File: config.mk
export PLATFORM = sky130hd
export DESIGN_NAME = cevm_top
export DESIGN_NICKNAME = d
export VERILOG_FILES = /design/src/hw/cevm_pkg.sv /design/src/hw/cevm_top.sv
export SDC_FILE = /design/constraint.sdc
export NUM_CORES = 1
export LEC_CHECK = 0
export ABC_AREA = 1
export CORE_UTILIZATION = 50
export CTS_BUF_LIST = sky130_fd_sc_hd__clkbuf_8
export DETAILED_ROUTE_END_ITERATION = 8
export DONT_BUFFER_PORTS = 1
export PLACE_DENSITY = 0.66
export SYNTH_ARGS = -nofsm -noshare
export SYNTH_HDL_FRONTEND = slang
export SYNTH_SLANG_ARGS = --single-unit
File: constraint.sdc
create_clock -name clock_in -period 1.3 [get_ports clock_in]
set_input_delay 0.325 -clock clock_in [delete_from_list [all_inputs] [get_ports clock_in]]
set_output_delay 0.325 -clock clock_in [all_outputs]
set_load 0.01 [all_outputs]
File: src/hw/cevm_pkg.sv
// package: offsets, field positions, reset values and carriers for the masks
package cevm_pkg;
	localparam logic [7:0] OFS_MASK_A = 8'h28;
	localparam logic [7:0] OFS_MASK_B = 8'h29;
	localparam logic [7:0] OFS_MASK_C = 8'h2A;
	localparam logic [7:0] OFS_CTRL   = 8'h2E;
	localparam logic [7:0] RST_MASK   = 8'h00;
	// writable bits of each mask
	localparam logic [7:0] WR_MASK_A  = 8'hFF;
	localparam logic [7:0] WR_MASK_B  = 8'hD7;
	localparam logic [7:0] WR_MASK_C  = 8'h7F;
	// control register bit positions
	localparam int         CTRL_REG_RST = 0;
	localparam int         NUM_EVT      = 24;
	localparam logic [NUM_EVT-1:0] RST_FLAGS = 24'h000000;

	typedef struct packed {
		logic [7:0] addr;
		logic [7:0] wdata;
		logic       wr;
		logic       rd;
	} cevm_bus_t;

	// event index = register index * 8 + bit
	typedef struct packed {
		logic [7:0] c;
		logic [7:0] b;
		logic [7:0] a;
	} cevm_evt_t;
endpackage

File: src/hw/cevm_top.sv
// charger event mask registers gating event pulses onto the interrupt output
// Notes on behaviour
// - a bit7 clear lets current regulation entry pulse the interrupt
// - a bit6 clear lets voltage regulation entry pulse the interrupt
// - a bit5 clear lets watchdog expiry pulse the interrupt
// - a bit4 clear lets weak source detection raise the interrupt
// - a bit3 clear lets each power good toggle raise the interrupt
// - a bits2,1 gate second and first input presence changes
// - a bit0 clear lets bus supply presence change raise the interrupt
// - all masks zero after power-on reset and after register reset command
// - b bit7 clear lets charging status change raise the interrupt
// - b bit6 clear lets current optimizer status change interrupt
// - b bit4 clear lets bus supply status change interrupt
// - b bit2 clear lets thermal regulation entry interrupt
// - b bit1 clear lets battery presence change interrupt
// - b bit0 clear lets detection status change interrupt
// - c bit6 clear lets data line detection done pulse interrupt
// - c bit5 clear lets single-shot conversion done pulse interrupt
// - c bit4 clear lets min system regulation enter or exit pulse
// - c bits3,2 gate fast charge and trickle timer expiry
// - c bits1,0 gate precharge and topoff timer expiry
//
// Added by the designer: the strobed register port.
`timescale 1ns/1ps
`default_nettype none
module cevm_top (
	input  wire logic                     clock_in,
	input  wire logic                     nrst_in,
	input  wire logic                     clk_en_in,
	input  wire cevm_pkg::cevm_bus_t      bus_in,
	output logic [7:0]                    rdata_out,
	input  wire cevm_pkg::cevm_evt_t      evt_in,
	output logic [cevm_pkg::NUM_EVT-1:0]  flags_out,
	output logic                          int_out
);
	logic [7:0]                   mask_a_r;
	logic [7:0]                   mask_b_r;
	logic [7:0]                   mask_c_r;
	logic [7:0]                   rdata_r;
	logic                         int_r;
	logic [cevm_pkg::NUM_EVT-1:0] flags_r;
	logic [cevm_pkg::NUM_EVT-1:0] flags_nxt;
	logic [7:0]                   rdata_nxt;

	wire logic        wr_a   = bus_in.wr && bus_in.addr == cevm_pkg::OFS_MASK_A;
	wire logic        wr_b   = bus_in.wr && bus_in.addr == cevm_pkg::OFS_MASK_B;
	wire logic        wr_c   = bus_in.wr && bus_in.addr == cevm_pkg::OFS_MASK_C;
	wire logic        reg_rst = bus_in.wr &&
		bus_in.addr == cevm_pkg::OFS_CTRL &&
		bus_in.wdata[cevm_pkg::CTRL_REG_RST];
	wire logic [23:0] evt_v  = evt_in;
	wire logic [23:0] mask_v = {mask_c_r, mask_b_r, mask_a_r};
	// unmasked events per bit, all three registers
	wire logic [23:0] pass_v = evt_v & ~mask_v;
	wire logic        int_nxt = |pass_v;
	// flags record regardless of mask, held until power-on reset (reads do not clear)
	assign flags_nxt = flags_r | evt_v;

	always_comb begin
		case (bus_in.addr)
		cevm_pkg::OFS_MASK_A: rdata_nxt = mask_a_r;
		cevm_pkg::OFS_MASK_B: rdata_nxt = mask_b_r;
		cevm_pkg::OFS_MASK_C: rdata_nxt = mask_c_r;
		default:              rdata_nxt = 8'h00;
		endcase
	end

	always_ff @(posedge clock_in or negedge nrst_in) begin
		if (!nrst_in) begin
			mask_a_r <= cevm_pkg::RST_MASK;
			mask_b_r <= cevm_pkg::RST_MASK;
			mask_c_r <= cevm_pkg::RST_MASK;
		end else if (clk_en_in) begin
			if (reg_rst) begin
				mask_a_r <= cevm_pkg::RST_MASK;
				mask_b_r <= cevm_pkg::RST_MASK;
				mask_c_r <= cevm_pkg::RST_MASK;
			end else begin
				if (wr_a)
					mask_a_r <= bus_in.wdata & cevm_pkg::WR_MASK_A;
				if (wr_b)
					mask_b_r <= bus_in.wdata & cevm_pkg::WR_MASK_B;
				if (wr_c)
					mask_c_r <= bus_in.wdata & cevm_pkg::WR_MASK_C;
			end
		end
	end

	always_ff @(posedge clock_in or negedge nrst_in) begin
		if (!nrst_in) begin
			flags_r <= cevm_pkg::RST_FLAGS;
			rdata_r <= 8'h00;
			int_r   <= 1'b0;
		end else if (clk_en_in) begin
			flags_r <= flags_nxt;
			rdata_r <= bus_in.rd ? rdata_nxt : 8'h00;
			int_r   <= int_nxt;
		end
	end

	assign rdata_out = rdata_r;
	assign flags_out = flags_r;
	assign int_out   = int_r;

	// assertions
	property p_no_event;
		@(posedge clock_in) disable iff (!nrst_in)
		clk_en_in && (evt_v & ~mask_v) == 24'h000000 |=> !int_r;
	endproperty
	a_no_event: assert property (p_no_event)
		else $error("interrupt without an unmasked event");
	property p_mask_blocks;
		@(posedge clock_in) disable iff (!nrst_in)
		clk_en_in && mask_a_r[7] && evt_v == 24'h000080 |=> !int_out;
	endproperty
	a_mask_blocks: assert property (p_mask_blocks)
		else $error("masked current regulation pulsed");
	property p_a7;
		@(posedge clock_in) disable iff (!nrst_in)
		clk_en_in && !mask_a_r[7] && evt_v[7] |=> int_out;
	endproperty
	a_a7: assert property (p_a7)
		else $error("current regulation entry did not pulse");
	property p_a6;
		@(posedge clock_in) disable iff (!nrst_in)
		clk_en_in && !mask_a_r[6] && evt_v[6] |=> int_out;
	endproperty
	a_a6: assert property (p_a6)
		else $error("voltage regulation entry did not pulse");
	property p_a5;
		@(posedge clock_in) disable iff (!nrst_in)
		clk_en_in && !mask_a_r[5] && evt_v[5] |=> int_out;
	endproperty
	a_a5: assert property (p_a5)
		else $error("watchdog expiry did not pulse");
	property p_a4;
		@(posedge clock_in) disable iff (!nrst_in)
		clk_en_in && !mask_a_r[4] && evt_v[4] |=> int_out;
	endproperty
	a_a4: assert property (p_a4)
		else $error("weak source did not pulse");
	property p_a3;
		@(posedge clock_in) disable iff (!nrst_in)
		clk_en_in && !mask_a_r[3] && evt_v[3] |=> int_out;
	endproperty
	a_a3: assert property (p_a3)
		else $error("power good toggle did not pulse");
	property p_a2;
		@(posedge clock_in) disable iff (!nrst_in)
		clk_en_in && !mask_a_r[2] && evt_v[2] |=> int_out;
	endproperty
	a_a2: assert property (p_a2)
		else $error("second input presence did not pulse");
	property p_a1;
		@(posedge clock_in) disable iff (!nrst_in)
		clk_en_in && !mask_a_r[1] && evt_v[1] |=> int_out;
	endproperty
	a_a1: assert property (p_a1)
		else $error("first input presence did not pulse");
	property p_a0;
		@(posedge clock_in) disable iff (!nrst_in)
		clk_en_in && !mask_a_r[0] && evt_v[0] |=> int_out;
	endproperty
	a_a0: assert property (p_a0)
		else $error("bus supply presence did not pulse");
	property p_b7;
		@(posedge clock_in) disable iff (!nrst_in)
		clk_en_in && !mask_b_r[7] && evt_v[15] |=> int_out;
	endproperty
	a_b7: assert property (p_b7)
		else $error("charge status change did not pulse");
	property p_b6;
		@(posedge clock_in) disable iff (!nrst_in)
		clk_en_in && !mask_b_r[6] && evt_v[14] |=> int_out;
	endproperty
	a_b6: assert property (p_b6)
		else $error("optimizer status did not pulse");
	property p_b4;
		@(posedge clock_in) disable iff (!nrst_in)
		clk_en_in && !mask_b_r[4] && evt_v[12] |=> int_out;
	endproperty
	a_b4: assert property (p_b4)
		else $error("bus supply status did not pulse");
	property p_b2;
		@(posedge clock_in) disable iff (!nrst_in)
		clk_en_in && !mask_b_r[2] && evt_v[10] |=> int_out;
	endproperty
	a_b2: assert property (p_b2)
		else $error("thermal regulation did not pulse");
	property p_b1;
		@(posedge clock_in) disable iff (!nrst_in)
		clk_en_in && !mask_b_r[1] && evt_v[9] |=> int_out;
	endproperty
	a_b1: assert property (p_b1)
		else $error("battery presence did not pulse");
	property p_b0;
		@(posedge clock_in) disable iff (!nrst_in)
		clk_en_in && !mask_b_r[0] && evt_v[8] |=> int_out;
	endproperty
	a_b0: assert property (p_b0)
		else $error("detection status did not pulse");
	property p_c6;
		@(posedge clock_in) disable iff (!nrst_in)
		clk_en_in && !mask_c_r[6] && evt_v[22] |=> int_out;
	endproperty
	a_c6: assert property (p_c6)
		else $error("detection done did not pulse");
	property p_c5;
		@(posedge clock_in) disable iff (!nrst_in)
		clk_en_in && !mask_c_r[5] && evt_v[21] |=> int_out;
	endproperty
	a_c5: assert property (p_c5)
		else $error("conversion done did not pulse");
	property p_c4;
		@(posedge clock_in) disable iff (!nrst_in)
		clk_en_in && !mask_c_r[4] && evt_v[20] |=> int_out;
	endproperty
	a_c4: assert property (p_c4)
		else $error("min system regulation did not pulse");
	property p_c3;
		@(posedge clock_in) disable iff (!nrst_in)
		clk_en_in && !mask_c_r[3] && evt_v[19] |=> int_out;
	endproperty
	a_c3: assert property (p_c3)
		else $error("fast charge timer did not pulse");
	property p_c2;
		@(posedge clock_in) disable iff (!nrst_in)
		clk_en_in && !mask_c_r[2] && evt_v[18] |=> int_out;
	endproperty
	a_c2: assert property (p_c2)
		else $error("trickle timer did not pulse");
	property p_c1;
		@(posedge clock_in) disable iff (!nrst_in)
		clk_en_in && !mask_c_r[1] && evt_v[17] |=> int_out;
	endproperty
	a_c1: assert property (p_c1)
		else $error("precharge timer did not pulse");
	property p_c0;
		@(posedge clock_in) disable iff (!nrst_in)
		clk_en_in && !mask_c_r[0] && evt_v[16] |=> int_out;
	endproperty
	a_c0: assert property (p_c0)
		else $error("topoff timer did not pulse");
	property p_rst_cmd;
		@(posedge clock_in) disable iff (!nrst_in)
		clk_en_in && reg_rst |=> mask_v == 24'h000000;
	endproperty
	a_rst_cmd: assert property (p_rst_cmd)
		else $error("register reset left a mask set");
	property p_resv;
		@(posedge clock_in) disable iff (!nrst_in)
		mask_b_r[5] == 1'b0 && mask_b_r[3] == 1'b0 && mask_c_r[7] == 1'b0;
	endproperty
	a_resv: assert property (p_resv)
		else $error("reserved mask bit set");
	property p_flag;
		@(posedge clock_in) disable iff (!nrst_in)
		clk_en_in && evt_v[0] |=> flags_r[0];
	endproperty
	a_flag: assert property (p_flag)
		else $error("event flag lost under mask");
	property p_rd;
		@(posedge clock_in) disable iff (!nrst_in)
		clk_en_in && bus_in.rd && bus_in.addr == cevm_pkg::OFS_MASK_A
		|=> rdata_out == $past(mask_a_r);
	endproperty
	a_rd: assert property (p_rd)
		else $error("read data wrong");
	property p_freeze;
		@(posedge clock_in) disable iff (!nrst_in)
		!clk_en_in |=> mask_v == $past(mask_v) && int_out == $past(int_out);
	endproperty
	a_freeze: assert property (p_freeze)
		else $error("state moved while clock enable low");
	c_freeze: cover property (@(posedge clock_in) !clk_en_in && bus_in.wr);
	c_int: cover property (@(posedge clock_in) int_out);
	c_masked: cover property (@(posedge clock_in) evt_v != 24'h0 && !int_nxt);
	c_rst: cover property (@(posedge clock_in) reg_rst && mask_v != 24'h0);
endmodule
`default_nettype wire

==> results by group <==
Outcome
  • Status: finished, violations left
  • Violations in the final reports: hold timing

Clock tree
  • Root Buffer Master: sky130_fd_sc_hd__clkbuf_8
  • CTS H-tree depth: 2
  • Clock edge transition at the registers on the reported setup and hold paths: 0.10 ns
  • TritonCTS clock tree: done
  • Setup Buffers After CTS: 0
  • Clock network latency to the later pin of the worst-skew pair: 0.31 ns
  • Longest Clk Path Bufs: 2
  • Post-cts repair resize count: 0
  • Number of sinks handled by clock tree synthesis: 54
  • Number of buffers created by CTS: 5

Floorplanning
  • Number of placed I/O pins: 78
  • Core area: 0.00485 sq mm
  • Cell row count: 25
  • Die Outline Area: 0.00544 sq mm
  • Effective utilization at floorplan: 0.531
  • Die extent in x: 73.8 microns
  • Height of the chip: 73.8 microns

Power
  • Cell-internal power: 2.17 mW
  • Areal power density over the cells: 1000 mW/mm^2
  • Share of total power in combinational logic: 0.044
  • Fraction of power spent switching nets: 0.222
  • Maximum vdd ir drop: 0.632 mV
  • Switch Pwr: 0.621 mW
  • Fraction of power consumed by sequential logic: 0.613
  • Clk pwr share: 0.342
  • Standby leakage power: 1.32 nW

Setup path
  • Largest stage delay, worst path: 0.38 ns
  • Highest net fanout along the worst path: 3
  • Cell breakdown of the critical path: inv_1 > nand2_1 > o21ai_0 > nor2_1 > nand2_1 > nor2_1 > a21oi_1
  • Register-to-register setup slack: 0.20 ns
  • Cell with the biggest individual delay on the critical path: sky130_fd_sc_hd__dfrtp_1
  • Critical path buffers and inverters: 1
  • Endpoint type of the worst setup path: register
  • WP data required: 1.50 ns
  • Critical path class: reg -> reg
  • Critical path launch point type: register
  • Worst endpoint data arrival time: 1.29 ns
  • Top cell family by delay on the critical path: simple AND/OR/NAND/NOR gates

STA
  • RSZ-0062 raised after global routing: false
  • Total of endpoints with negative setup slack in the final report: 0
  • Setup Skew: 0.00848 ns
  • Worst slew margin relative to its limit: 0.820
  • Fin. max-slew vios: 0
  • Final worst path period need: 1.10 ns
  • Fin crit share: 0.844
  • Transition time at the pin with the least slew margin: 0.269 ns
  • Fmax: 912 MHz
  • Hold_ws: -0.299 ns
  • Final hold vios: 54

Routing
  • Vias post-DR: 2000
  • Detailed-route wire length per cell: 15.1 microns
  • DR DRC count: 0
  • Post-detailed-routing wire length: 5650 microns
  • Initial DRT Pass Iterations: 4
  • Post-route ant nets: 0
  • Violation count after the first detailed-route iteration: 137
  • Via-per-instance ratio: 5.35

Logic synthesis
  • Seq cells post-synth: 54
  • Syn Area/Cell: 8.59 sq um
  • Net Count, Synth: 345
  • Gate count of the mapped netlist: 300
  • Warning count from the yosys run: 0
  • Cell area after synthesis: 0.00258 sq mm
  • Sequential fraction of the synthesis area: 0.525
  • Number of different library cells in the post-synthesis netlist: 22

GRT
  • Antenna violations before repair: 0
  • GRT overflow: 0
  • All-Layer GR Usage: 0.226
  • Maximum number of pins on one net before global-route repair: 55
  • Vias in the first global route: 1977
  • Wire length of the first global-routing pass: 9130 microns

Layout
  • Utilization of the core after routing: 0.573
  • Fillers: 454
  • Number of antenna cells inserted: 0
  • Area growth from synthesis to final layout: 7.82%
  • Number of nets at the end of the flow: 351
  • Share of layout cells above drive strength 1: 0.107

Placement
  • Number of buffers inserted by port buffering: 0
  • Dpl hpwl: 4250 microns
  • Routability congestion estimate from global placement: 0.833

Flow run
  • Max-cap violations: 0

Worst hold path
  • Hold Crit Class: in -> async
cell type report:
| cell class | instances | area [sq um] | area share |
|---|---|---|---|
| inverter | 30 | 113 | 0.0405 |
| timing repair buffer | 9 | 80.1 | 0.0288 |
| multi-input combinational | 206 | 1050 | 0.380 |
| clock inverter | 2 | 12.5 | 0.00450 |
| clock buffer | 6 | 82.6 | 0.0297 |
| sequential | 54 | 1350 | 0.486 |
| tap | 67 | 83.8 | 0.0302 |
stage by stage:
| step | std cells | setup TNS (ns) | power (mW) | area [sq um] | worst slack, ns |
|---|---|---|---|---|---|
| 6_report | 374 | 0 | 2.79 | 2780 | 0.203 |
| 5_1_grt | 374 | 0 | 2.93 | 2780 | 0.113 |
| 4_1_cts | 374 | 0 | 2.83 | 2780 | 0.208 |
| 3_5_place_dp | 366 | -0.0902 | 1.87 | 2680 | -0.0338 |
| 3_3_place_gp | 366 | -0.0373 | 1.87 | 2680 | -0.0373 |
| 2_1_floorplan | 300 | 0 | 1.85 | 2580 | 0.0364 |
synthesized netlist by cell type:
library cell / n / area share
sky130_fd_sc_hd__buf_6: 2 / 0.0087
sky130_fd_sc_hd__a21oi_4: 1 / 0.0063
sky130_fd_sc_hd__nand2_2: 4 / 0.0097
sky130_fd_sc_hd__buf_2: 4 / 0.0078
sky130_fd_sc_hd__nor2_2: 2 / 0.0049
sky130_fd_sc_hd__a21oi_1: 1 / 0.0019
sky130_fd_sc_hd__nor2_1: 10 / 0.015
sky130_fd_sc_hd__clkbuf_1: 4 / 0.0058
sky130_fd_sc_hd__o21bai_1: 8 / 0.023
sky130_fd_sc_hd__or2_2: 1 / 0.0024
sky130_fd_sc_hd__nand3_1: 28 / 0.054
sky130_fd_sc_hd__nand3b_1: 1 / 0.0029
sky130_fd_sc_hd__clkinv_1: 1 / 0.0015
sky130_fd_sc_hd__nand2_1: 96 / 0.14
sky130_fd_sc_hd__dfrtp_1: 54 / 0.52
sky130_fd_sc_hd__o21ai_0: 8 / 0.016
sky130_fd_sc_hd__nand4_1: 23 / 0.056
sky130_fd_sc_hd__nor2_4: 6 / 0.026
sky130_fd_sc_hd__inv_2: 1 / 0.0015
sky130_fd_sc_hd__nand4_2: 1 / 0.0049
sky130_fd_sc_hd__inv_1: 28 / 0.041
sky130_fd_sc_hd__a21o_1: 16 / 0.047
final timing paths:
path	from	to	cells past startpoint
hold / removal	nrst_in	rdata_out[6]	0
max in group asynchronous	nrst_in	mask_b_r[1]	0
hold reg to reg	mask_a_r[3]	mask_a_r[3]	2
setup reg to reg	mask_a_r[2]	int_out	7
setup / recovery	mask_a_r[2]	int_out	7
min in group clock_in	evt_in[2]	flags_out[2]	1
metal layers:
layer,share of wire,global-route usage
met5,0,0
met4,0.016,0.0812
met3,0.078,0.0658
met2,0.46,0.347
met1,0.44,0.304
kinds of logic (layout without fill, tap and decap cells):
family          Yosys count  count (layout)  share of synthesized area
simple gates            172             172                      0.316
flops                    54              54                      0.525
buf+inv                  40              47                     0.0660
compound gates           34              34                     0.0937
sequential cells by signal (all words and copies together), names as in the netlist:
name and count:
mask_c_r 7, mask_a_r 8, int_out 1, rdata_out 8, flags_out 24, mask_b_r 6
placed cells by master, fill, tap and decap left out:
cell	count
sky130_fd_sc_hd__nand2_1	96
sky130_fd_sc_hd__dfrtp_1	54
sky130_fd_sc_hd__inv_1	28
sky130_fd_sc_hd__nand3_1	28
sky130_fd_sc_hd__nand4_1	23
sky130_fd_sc_hd__a21o_1	16
sky130_fd_sc_hd__nor2_1	10
sky130_fd_sc_hd__o21bai_1	8
sky130_fd_sc_hd__o21ai_0	8
sky130_fd_sc_hd__buf_4	8
sky130_fd_sc_hd__nor2_4	6
sky130_fd_sc_hd__clkbuf_8	6
sky130_fd_sc_hd__nand2_2	4
sky130_fd_sc_hd__nor2_2	2
sky130_fd_sc_hd__clkinv_1	1
sky130_fd_sc_hd__inv_2	1
sky130_fd_sc_hd__nand4_2	1
sky130_fd_sc_hd__nand3b_1	1
sky130_fd_sc_hd__a21oi_4	1
sky130_fd_sc_hd__or2_2	1
sky130_fd_sc_hd__a21oi_1	1
sky130_fd_sc_hd__clkinv_2	1
sky130_fd_sc_hd__clkinvlp_4	1
sky130_fd_sc_hd__buf_12	1
worst register-to-register path, cell delays in order, from the launching register on:
cell and delay, ns:
sky130_fd_sc_hd__dfrtp_1 0.38, sky130_fd_sc_hd__inv_1 0.05, sky130_fd_sc_hd__nand2_1 0.04, sky130_fd_sc_hd__o21ai_0 0.07, sky130_fd_sc_hd__nor2_1 0.16, sky130_fd_sc_hd__nand2_1 0.08
sky130_fd_sc_hd__nor2_1 0.12, sky130_fd_sc_hd__a21oi_1 0.08
power by group through the flow:
stage	Sequential [mW]	Clock, mW	Combinational [mW]
after floorplan	1.74	0	0.110
after global placement	1.75	0	0.122
after detailed placement	1.75	0	0.124
after CTS	1.71	0.993	0.125
after global routing	1.72	1.07	0.139
final	1.71	0.956	0.123
Power figures use the tool's default switching activity.
